--- config.mk ---
export PLATFORM = sky130hd
export DESIGN_NAME = led_backlight_ctrl_status_regs
export DESIGN_NICKNAME = d
export VERILOG_FILES = /design/src/verilog/two_stage_sync.v /design/src/verilog/led_backlight_ctrl_status_regs.v
export VERILOG_INCLUDE_DIRS = /design/src /design/src/verilog
export SDC_FILE = /design/constraint.sdc
export NUM_CORES = 1
export LEC_CHECK = 0
export ABC_CLOCK_PERIOD_IN_PS = 6300
export BUFFER_PORTS_ARGS = -buffer_cell sky130_fd_sc_hd__buf_2
export CAP_MARGIN = 20
export CORE_MARGIN = 3
export CORE_UTILIZATION = 55
export DETAILED_ROUTE_END_ITERATION = 8
export PLACE_DENSITY = 0.71
export SLEW_MARGIN = 10
export SYNTH_ARGS = -nofsm -noshare
export SYNTH_HDL_FRONTEND = slang
export SYNTH_SLANG_ARGS = --single-unit
--- constraint.sdc ---
create_clock -name core_clk -period 6.3 [get_ports core_clk]
set_input_delay 1.26 -clock core_clk [delete_from_list [all_inputs] [get_ports core_clk]]
set_output_delay 1.26 -clock core_clk [all_outputs]
set_load 0.02 [all_outputs]
--- src/verilog/backlight_regs.vh ---
`ifndef BACKLIGHT_REGS_VH
`define BACKLIGHT_REGS_VH

// ===========================================================
// Register offsets
`define OFS_PWM_BRIGHTNESS 8'h00
`define OFS_DEVICE_CONTROL 8'h01
`define OFS_FAULT_AND_STATE 8'h02
`define OFS_IDENTIFICATION 8'h03
`define OFS_DC_BRIGHTNESS 8'h07
`define OFS_CONFIGURATION 8'h08

// ===========================================================
// Field positions
`define CTL_BACKLIGHT_ON 0
`define CTL_SOURCE_EXT 1
`define CTL_INTERPRET 2
`define STS_FAULT 0
`define STS_THERMAL 1
`define STS_OVERCURRENT 2
`define STS_BACKLIGHT 3
`define STS_ONE_DOWN 4
`define STS_TWO_DOWN 5
`define CFG_SHORT_EN 1
`define CFG_SHORT_HIGH 0
`define CFG_FREQ_HIGH 2
`define ID_PANEL 7

// ===========================================================
// Reset values
`define RST_PWM_BRIGHTNESS 8'hFF
`define RST_DEVICE_CONTROL 3'h0
`define RST_FAULT 1'b0
`define RST_DC_BRIGHTNESS 8'hFF
`define RST_CONFIGURATION 8'hFF
`define READ_UNMAPPED 8'h00

// ===========================================================
// Identification, arbitrary values
`define VENDOR_NOT_IMPLEMENTED 4'hF
`define SILICON_REVISION 3'h0
`define SMBUS_ADDRESS 7'h2C

// ===========================================================
// Timing counts
`define PWM_SAMPLE_DIV 8'h04
`define PWM_WINDOW_LAST 8'hFE

`endif

--- src/verilog/two_stage_sync.v ---
`timescale 1ns/1ns
`default_nettype none

module two_stage_sync #(
    parameter WIDTH = 1,
    parameter [WIDTH-1:0] INIT = {WIDTH{1'b0}}
) (
    // Clock and reset
    input wire core_clk,
    input wire rst,
    // Data
    input wire [WIDTH-1:0] async_in,
    output reg [WIDTH-1:0] sync_out
);

reg [WIDTH-1:0] first_stage;

always @(posedge core_clk) begin
    if (rst) begin
        first_stage <= INIT;
        sync_out <= INIT;
    end else begin
        first_stage <= async_in;
        sync_out <= first_stage;
    end
end

endmodule

`default_nettype wire

--- src/verilog/led_backlight_ctrl_status_regs.v ---
`timescale 1ns/1ns
`default_nettype none
`include "backlight_regs.vh"

module led_backlight_ctrl_status_regs #(
    parameter [6:0] SMBUS_ADDR = `SMBUS_ADDRESS,
    parameter [3:0] VENDOR_CODE = `VENDOR_NOT_IMPLEMENTED,
    parameter [2:0] SILICON_REV = `SILICON_REVISION
) (
    // Clock and reset
    input wire core_clk,
    input wire rst,
    // SMBus pins
    input wire smb_clk_in,
    input wire smb_data_in,
    output wire smb_data_out,
    output reg smb_data_oe,
    // Fault, supply and external PWM inputs
    input wire thermal_fault_in,
    input wire input_overcurrent_in,
    input wire [7:0] channel_down_in,
    input wire backlight_supply_rail,
    input wire external_pwm_input,
    // Controls to the power stage
    output wire backlight_on_cmd,
    output wire dim_interpret_sel,
    output wire dim_source_ext,
    output reg [7:0] brightness_level,
    output reg [7:0] dc_level,
    output wire [1:0] short_threshold_sel,
    output wire short_detect_en,
    output wire short_threshold_high,
    output wire boost_freq_high,
    // Status
    output wire backlight_on_state,
    output wire fault_flag
);

// ===========================================================
// Input synchronisers
localparam ST_IDLE = 3'd0;
localparam ST_RX = 3'd1;
localparam ST_ACK = 3'd2;
localparam ST_TX = 3'd3;
localparam ST_TXACK = 3'd4;
localparam KIND_ADDR = 2'd0;
localparam KIND_CMD = 2'd1;
localparam KIND_DATA = 2'd2;

wire [1:0] bus_s;
wire [11:0] misc_s;
wire scl_s = bus_s[1];
wire sda_s = bus_s[0];
wire thermal_s = misc_s[11];
wire overcurrent_s = misc_s[10];
wire rail_s = misc_s[9];
wire pwm_s = misc_s[8];
wire [7:0] chan_s = misc_s[7:0];

two_stage_sync #(.WIDTH(2), .INIT(2'b11)) u_bus_sync (
    .core_clk(core_clk),
    .rst(rst),
    .async_in({smb_clk_in, smb_data_in}),
    .sync_out(bus_s)
);

two_stage_sync #(.WIDTH(12), .INIT(12'h000)) u_misc_sync (
    .core_clk(core_clk),
    .rst(rst),
    .async_in({thermal_fault_in, input_overcurrent_in,
               backlight_supply_rail, external_pwm_input,
               channel_down_in}),
    .sync_out(misc_s)
);

// ===========================================================
// Bus edge and condition detection
reg scl_d;
reg sda_d;
wire scl_rise = scl_s & ~scl_d;
wire scl_fall = ~scl_s & scl_d;
wire start_cond = scl_s & scl_d & sda_d & ~sda_s;
wire stop_cond = scl_s & scl_d & ~sda_d & sda_s;

always @(posedge core_clk) begin
    if (rst) begin
        scl_d <= 1'b1;
        sda_d <= 1'b1;
    end else begin
        scl_d <= scl_s;
        sda_d <= sda_s;
    end
end

// ===========================================================
// Register state
reg [2:0] control;
reg [7:0] pwm_setting;
reg [7:0] configuration;
reg fault_sticky;
reg [7:0] duty_meas;
reg [7:0] read_data;
reg wr_stb;
reg [7:0] wr_addr;
reg [7:0] wr_data;

wire mode_ext = control[`CTL_SOURCE_EXT];
wire mode_smbus = ~control[`CTL_SOURCE_EXT] & control[`CTL_INTERPRET];
wire mode_scaled = ~control[`CTL_SOURCE_EXT] & ~control[`CTL_INTERPRET];

assign backlight_on_cmd = control[`CTL_BACKLIGHT_ON];
assign dim_interpret_sel = control[`CTL_INTERPRET];
assign dim_source_ext = control[`CTL_SOURCE_EXT];
assign short_threshold_sel = configuration[1:0];
assign short_detect_en = configuration[`CFG_SHORT_EN];
assign short_threshold_high = configuration[`CFG_SHORT_HIGH];
assign boost_freq_high = configuration[`CFG_FREQ_HIGH];

// ===========================================================
// Status evaluation
reg [3:0] down_count;
integer i;

always @* begin
    down_count = 4'h0;
    for (i = 0; i < 8; i = i + 1) begin
        down_count = down_count + {3'b000, chan_s[i]};
    end
end

// Channel faults only count while lit and supplied
assign backlight_on_state = control[`CTL_BACKLIGHT_ON] & rail_s;
wire one_down = backlight_on_state & (down_count != 4'h0);
wire two_down = backlight_on_state & (down_count > 4'h1);
wire thermal_now = thermal_s;
wire overcurrent_now = overcurrent_s & rail_s;
wire fault_cause = thermal_now | overcurrent_now | one_down | two_down;
assign fault_flag = fault_sticky;

wire [7:0] status_byte = {2'b00, two_down, one_down, backlight_on_state,
                          overcurrent_now, thermal_now, fault_sticky};
wire [7:0] id_byte = {1'b1, VENDOR_CODE, SILICON_REV};

wire wr_ctl = wr_stb & (wr_addr == `OFS_DEVICE_CONTROL);
wire wr_sts = wr_stb & (wr_addr == `OFS_FAULT_AND_STATE);
wire toggle_on = wr_ctl &
    (wr_data[`CTL_BACKLIGHT_ON] != control[`CTL_BACKLIGHT_ON]);
wire fault_clear = toggle_on | (wr_sts & ~wr_data[`STS_FAULT]);

// Set wins over clear
always @(posedge core_clk) begin
    if (rst) begin
        fault_sticky <= `RST_FAULT;
    end else begin
        fault_sticky <= fault_cause | (fault_sticky & ~fault_clear);
    end
end

// ===========================================================
// External PWM duty measurement
reg [7:0] pre_count;
reg [7:0] sample_count;
reg [7:0] high_count;

always @(posedge core_clk) begin
    if (rst) begin
        pre_count <= 8'h00;
        sample_count <= 8'h00;
        high_count <= 8'h00;
        duty_meas <= 8'h00;
    end else if (pre_count == `PWM_SAMPLE_DIV - 8'h01) begin
        pre_count <= 8'h00;
        if (sample_count == `PWM_WINDOW_LAST) begin
            sample_count <= 8'h00;
            high_count <= 8'h00;
            duty_meas <= high_count + {7'h00, pwm_s};
        end else begin
            sample_count <= sample_count + 8'h01;
            high_count <= high_count + {7'h00, pwm_s};
        end
    end else begin
        pre_count <= pre_count + 8'h01;
    end
end

// ===========================================================
// Register writes and effective brightness
wire [15:0] product = pwm_setting * duty_meas;
wire [16:0] scaled_sum = {1'b0, product} + {9'h000, pwm_setting};
wire [7:0] scaled_level = scaled_sum[15:8];

always @(posedge core_clk) begin
    if (rst) begin
        control <= `RST_DEVICE_CONTROL;
        pwm_setting <= `RST_PWM_BRIGHTNESS;
        dc_level <= `RST_DC_BRIGHTNESS;
        configuration <= `RST_CONFIGURATION;
        brightness_level <= `RST_PWM_BRIGHTNESS;
    end else begin
        if (wr_ctl) begin
            control <= wr_data[2:0];
        end
        if (wr_stb && wr_addr == `OFS_DC_BRIGHTNESS) begin
            dc_level <= wr_data;
        end
        if (wr_stb && wr_addr == `OFS_CONFIGURATION) begin
            configuration <= wr_data;
        end
        if (wr_stb && wr_addr == `OFS_PWM_BRIGHTNESS && !mode_ext) begin
            pwm_setting <= wr_data;
        end
        if (mode_ext) begin
            brightness_level <= duty_meas;
        end else if (mode_scaled) begin
            brightness_level <= scaled_level;
        end else if (wr_stb && wr_addr == `OFS_PWM_BRIGHTNESS) begin
            brightness_level <= wr_data;
        end
    end
end

// ===========================================================
// Read data selection
always @* begin
    case (wr_addr)
        `OFS_PWM_BRIGHTNESS: begin
            if (mode_ext) begin
                read_data = brightness_level;
            end else begin
                read_data = pwm_setting;
            end
        end
        `OFS_DEVICE_CONTROL: read_data = {5'h00, control};
        `OFS_FAULT_AND_STATE: read_data = status_byte;
        `OFS_IDENTIFICATION: read_data = id_byte;
        `OFS_DC_BRIGHTNESS: read_data = dc_level;
        `OFS_CONFIGURATION: read_data = configuration;
        default: read_data = `READ_UNMAPPED;
    endcase
end

// ===========================================================
// SMBus byte read and byte write slave
reg [2:0] state;
reg [1:0] kind;
reg [2:0] bit_count;
reg byte_done;
reg read_mode;
reg [7:0] shift_in;
reg [7:0] shift_out;

assign smb_data_out = 1'b0;

always @(posedge core_clk) begin
    if (rst) begin
        state <= ST_IDLE;
        kind <= KIND_ADDR;
        bit_count <= 3'h0;
        byte_done <= 1'b0;
        read_mode <= 1'b0;
        shift_in <= 8'h00;
        shift_out <= 8'h00;
        smb_data_oe <= 1'b0;
        wr_stb <= 1'b0;
        wr_addr <= 8'h00;
        wr_data <= 8'h00;
    end else begin
        wr_stb <= 1'b0;
        if (start_cond) begin
            state <= ST_RX;
            kind <= KIND_ADDR;
            bit_count <= 3'h0;
            byte_done <= 1'b0;
            read_mode <= 1'b0;
            smb_data_oe <= 1'b0;
        end else if (stop_cond) begin
            state <= ST_IDLE;
            smb_data_oe <= 1'b0;
        end else begin
            case (state)
                ST_IDLE: begin
                    smb_data_oe <= 1'b0;
                end
                ST_RX: begin
                    if (scl_rise) begin
                        shift_in <= {shift_in[6:0], sda_s};
                        bit_count <= bit_count + 3'h1;
                        byte_done <= (bit_count == 3'h7);
                    end else if (scl_fall && byte_done) begin
                        byte_done <= 1'b0;
                        state <= ST_ACK;
                        smb_data_oe <= 1'b1;
                        case (kind)
                            KIND_ADDR: begin
                                if (shift_in[7:1] == SMBUS_ADDR) begin
                                    read_mode <= shift_in[0];
                                end else begin
                                    state <= ST_IDLE;
                                    smb_data_oe <= 1'b0;
                                end
                            end
                            KIND_CMD: begin
                                wr_addr <= shift_in;
                            end
                            default: begin
                                wr_data <= shift_in;
                                wr_stb <= 1'b1;
                            end
                        endcase
                    end
                end
                ST_ACK: begin
                    if (scl_fall) begin
                        bit_count <= 3'h0;
                        if (read_mode) begin
                            state <= ST_TX;
                            shift_out <= {read_data[6:0], 1'b0};
                            smb_data_oe <= ~read_data[7];
                        end else begin
                            state <= ST_RX;
                            smb_data_oe <= 1'b0;
                            if (kind == KIND_ADDR) begin
                                kind <= KIND_CMD;
                            end else begin
                                kind <= KIND_DATA;
                            end
                        end
                    end
                end
                ST_TX: begin
                    if (scl_fall) begin
                        bit_count <= bit_count + 3'h1;
                        if (bit_count == 3'h7) begin
                            state <= ST_TXACK;
                            smb_data_oe <= 1'b0;
                        end else begin
                            smb_data_oe <= ~shift_out[7];
                            shift_out <= {shift_out[6:0], 1'b0};
                        end
                    end
                end
                ST_TXACK: begin
                    if (scl_rise) begin
                        if (sda_s) begin
                            state <= ST_IDLE;
                        end else begin
                            state <= ST_ACK;
                        end
                    end
                end
                default: begin
                    state <= ST_IDLE;
                    smb_data_oe <= 1'b0;
                end
            endcase
        end
    end
end

endmodule

`default_nettype wire

==> metrics <==
Comb pwr share=3.9%; ANT cells=0; worst slew pin tran=1.04 ns; Worst-Skew Late Latency=approximately 0.43 ns; Crit Path Max Fanout=11; Max-slew headroom=30.6%; final hold slack=0.408 ns; Congestion Overflow GR=0; Vias=about 7k; Clock Power Share=48.5%; Post-CTS Setup Inserts=0; H-tree depth=4; pwr dens=207 nW/um^2; first-pass GRT wire length=31,900 um; PortBufs=42; GRT Total Usage=a little under a quarter; Die W=131 um; die height=131 um; synth warn=0; Slew Viols, Final=0; async set-reset flop share out of synthesis=0%; Seq/Total Area, Yosys=roughly a third; status=finished, final reports clean; Post-DP HPWL=14,200 um; fin area=~9300 um^2; maximum VDD drop=between 0.2 and 0.25 mV; Starting Density=roughly 58%; metal2 WL=8610 um; worst path required time=about 6.6 ns; die area=17,100 um^2; vias in the first global route=6,334; Avg Vias per Cell=between 5 and 6; post-DR wirelength/cell=16.5 um; Internal Pwr Total=0.00147 W; final period utilization=75.5%; skew final=just under 0.009 ns; placeable core region=14,900 um^2; Sw Share=24.1%; Max Cap Viol=0; critical path arrival=5.06 ns; fraction of layout cells with a size suffix above 1=10.1%; final WL=around 20,000 um; area of the mapped netlist=~8600 um^2; num rows=44; Syn Area/Cell=8.79 um^2; Final Hold Fails=0; syn_nets=1,079; leakage=3.84 nW; Placed Area=about 9000 um^2; gp weighted congestion=0.924; largest net degree at the start of global routing=86; setup tns final=0 ns; DRT antenna net count=0; Clock Sinks=around 140; initial drt markers=525; RSZ-0062 raised after global routing=false; Pre-Repair DR Iteration Count=6; CP Class=register to register; Yosys reg bits=between 100 and 150; CTS tree=done; DR WL met3=about 1200 um; TritonCTS buffer count=17; Hold-fix buffers, CTS=0; top layer in use=met4; Worst Hold Class=register to register; buffer depth of the longest clock path=2; initial antenna violation count=0; Most used DFF post-synth=dfxtp_1; register share of total power=roughly 48%; final-stage net count=1,090; most common cell after layout, fill and taps aside=dfxtp_1; clock root buffer=clkbuf_16; clk slew on worst S/H paths=approximately 0.06 ns; io pins=44; Final setup viols=0; P&R area growth vs syn=9.19%; achievable frequency=roughly 210 MHz; Cells after Synth=around 970; WL met1=roughly 9200 um; Post-synth EDFFs=0; Tmin final=between 4 and 5 ns; post-CTS sizing=0; DRC=0; Switch Pwr=around 0.00047 W; Yosys cell types=67; startpoint class of the critical path=register; CP endpoint kind=register; most frequent cells in the layout=dfxtp_1 (141), nor2_1 (90), nand2_1 (83)
-- registers in the layout (all words and copies together), names as in the netlist, 3 cells and up --
| name | count |
|---|---|
| bit_count | 3 |
| sample_count | 8 |
| control | 3 |
| high_count | 8 |
| dc_level | 8 |
| brightness_level | 8 |
| wr_data | 8 |
| pre_count | 8 |
| wr_addr | 8 |
| u_misc_sync.sync_out | 12 |
| configuration | 8 |
| u_misc_sync.first_stage | 12 |
| duty_meas | 8 |
| shift_in | 8 |
| shift_out | 7 |
| pwm_setting | 8 |
| state | 3 |
-- path summary, 6_finish.rpt --
| check | start | end | slack (ns) | depth (start not counted) |
|---|---|---|---|---|
| worst min-delay path | u_bus_sync.first_stage[1] | u_bus_sync.sync_out[1] | 0.41 | 1 |
| worst min register to register | u_bus_sync.first_stage[1] | u_bus_sync.sync_out[1] | 0.41 | 1 |
| worst max register to register | pwm_setting[2] | brightness_level[7] | 1.54 | 13 |
| worst max-delay path | pwm_setting[2] | brightness_level[7] | 1.54 | 13 |
-- synthesized netlist by cell type, types with 4 or more instances --
| library cell | n | share of area (%) |
|---|---|---|
| dfxtp_1 | 141 | 33 |
| nor2_1 | 90 | 3.9 |
| nand2_1 | 83 | 3.6 |
| inv_1 | 77 | 3.4 |
| a21oi_1 | 47 | 2.7 |
| fa_1 | 47 | 11 |
| ha_1 | 42 | 6.1 |
| and2_1 | 37 | 2.7 |
| clkbuf_1 | 37 | 1.6 |
| nor2b_1 | 34 | 2.5 |
| o21ai_0 | 34 | 2.0 |
| mux2i_1 | 33 | 3.9 |
| a211o_1 | 27 | 2.8 |
| nand3_1 | 25 | 1.5 |
| nor3_1 | 18 | 1.1 |
| xnor2_1 | 12 | 1.2 |
| a211oi_1 | 11 | 0.96 |
| nor3b_1 | 11 | 0.96 |
| xor2_1 | 11 | 1.1 |
| and3_1 | 10 | 0.73 |
| nand2b_1 | 10 | 0.73 |
| a31oi_1 | 9 | 0.66 |
| buf_2 | 8 | 0.47 |
| or2_2 | 8 | 0.58 |
| a21o_1 | 7 | 0.61 |
| nand3b_1 | 7 | 0.61 |
| nand4_1 | 7 | 0.51 |
| nor4_1 | 7 | 0.51 |
| a221oi_1 | 6 | 0.61 |
| or3_1 | 6 | 0.44 |
| buf_4 | 5 | 0.44 |
| mux2_2 | 5 | 0.66 |
| a22o_1 | 4 | 0.41 |
| a22oi_1 | 4 | 0.35 |
| o221ai_1 | 4 | 0.41 |
-- final cells by class --
| type | count | area (um^2) |
|---|---|---|
| fill | 1299 | 5520 |
| sequential | 141 | 2820 |
| inverter | 77 | 289 |
| timing repair buffer | 47 | 250 |
| tap | 184 | 230 |
| clock buffer | 19 | 453 |
| clock inverter | 13 | 104 |
| multi-input combinational | 701 | 5200 |
-- cells by family after synthesis --
family                   synth area share [%]
other                                  0.0438
flip-flops                               33.0
AND/OR/NAND/NOR                          22.3
XOR/XNOR                                 2.35
buffers and inverters                    6.30
multiplexers                             4.52
adder cells (fa/ha/maj)                  17.1
AO/OA/AOI/OAI                            14.4
-- layer usage --
| metal | track usage [%] | vias up |
|---|---|---|
| met5 | 0 | - |
| met4 | 8.29 | 0 |
| met3 | 4.07 | 29 |
| met2 | 36.5 | 207 |
| met1 | 34.2 | 3223 |
| li1 | - | 3368 |
-- stage by stage --
stage	total power, W	worst slack (ns)	util [%]	std cells
floorplan	0.000989	1.88	-	974
global placement	0.00101	1.72	59.1	1150
detailed placement	0.00101	1.60	59.1	1150
CTS	0.00195	1.60	62.9	1182
global route	0.00200	1.19	62.9	1182
finish	0.00193	1.54	62.9	1182
-- worst max-delay path, cell delays in order (launching register included) --
cell	delay (ns)
dfxtp_1	0.52
and2_1	0.21
fa_1	0.44
fa_1	0.53
fa_1	0.54
inv_1	0.05
fa_1	0.52
inv_1	0.04
ha_1	0.35
a21oi_1	0.28
o21ai_0	0.15
a221oi_1	0.47
a21oi_1	0.12
or4_1	0.40
-- power by group through the flow --
| stage | clock network [W] | logic [W] | registers (W) |
|---|---|---|---|
| after floorplan | 0 | 0.0000511 | 0.000937 |
| after global placement | 0 | 0.0000751 | 0.000938 |
| after detailed placement | 0 | 0.0000762 | 0.000938 |
| after CTS | 0.000953 | 0.0000769 | 0.000919 |
| after global routing | 0.000994 | 0.0000873 | 0.000920 |
| final | 0.000936 | 0.0000757 | 0.000919 |
(Power assumes the default switching activity.)
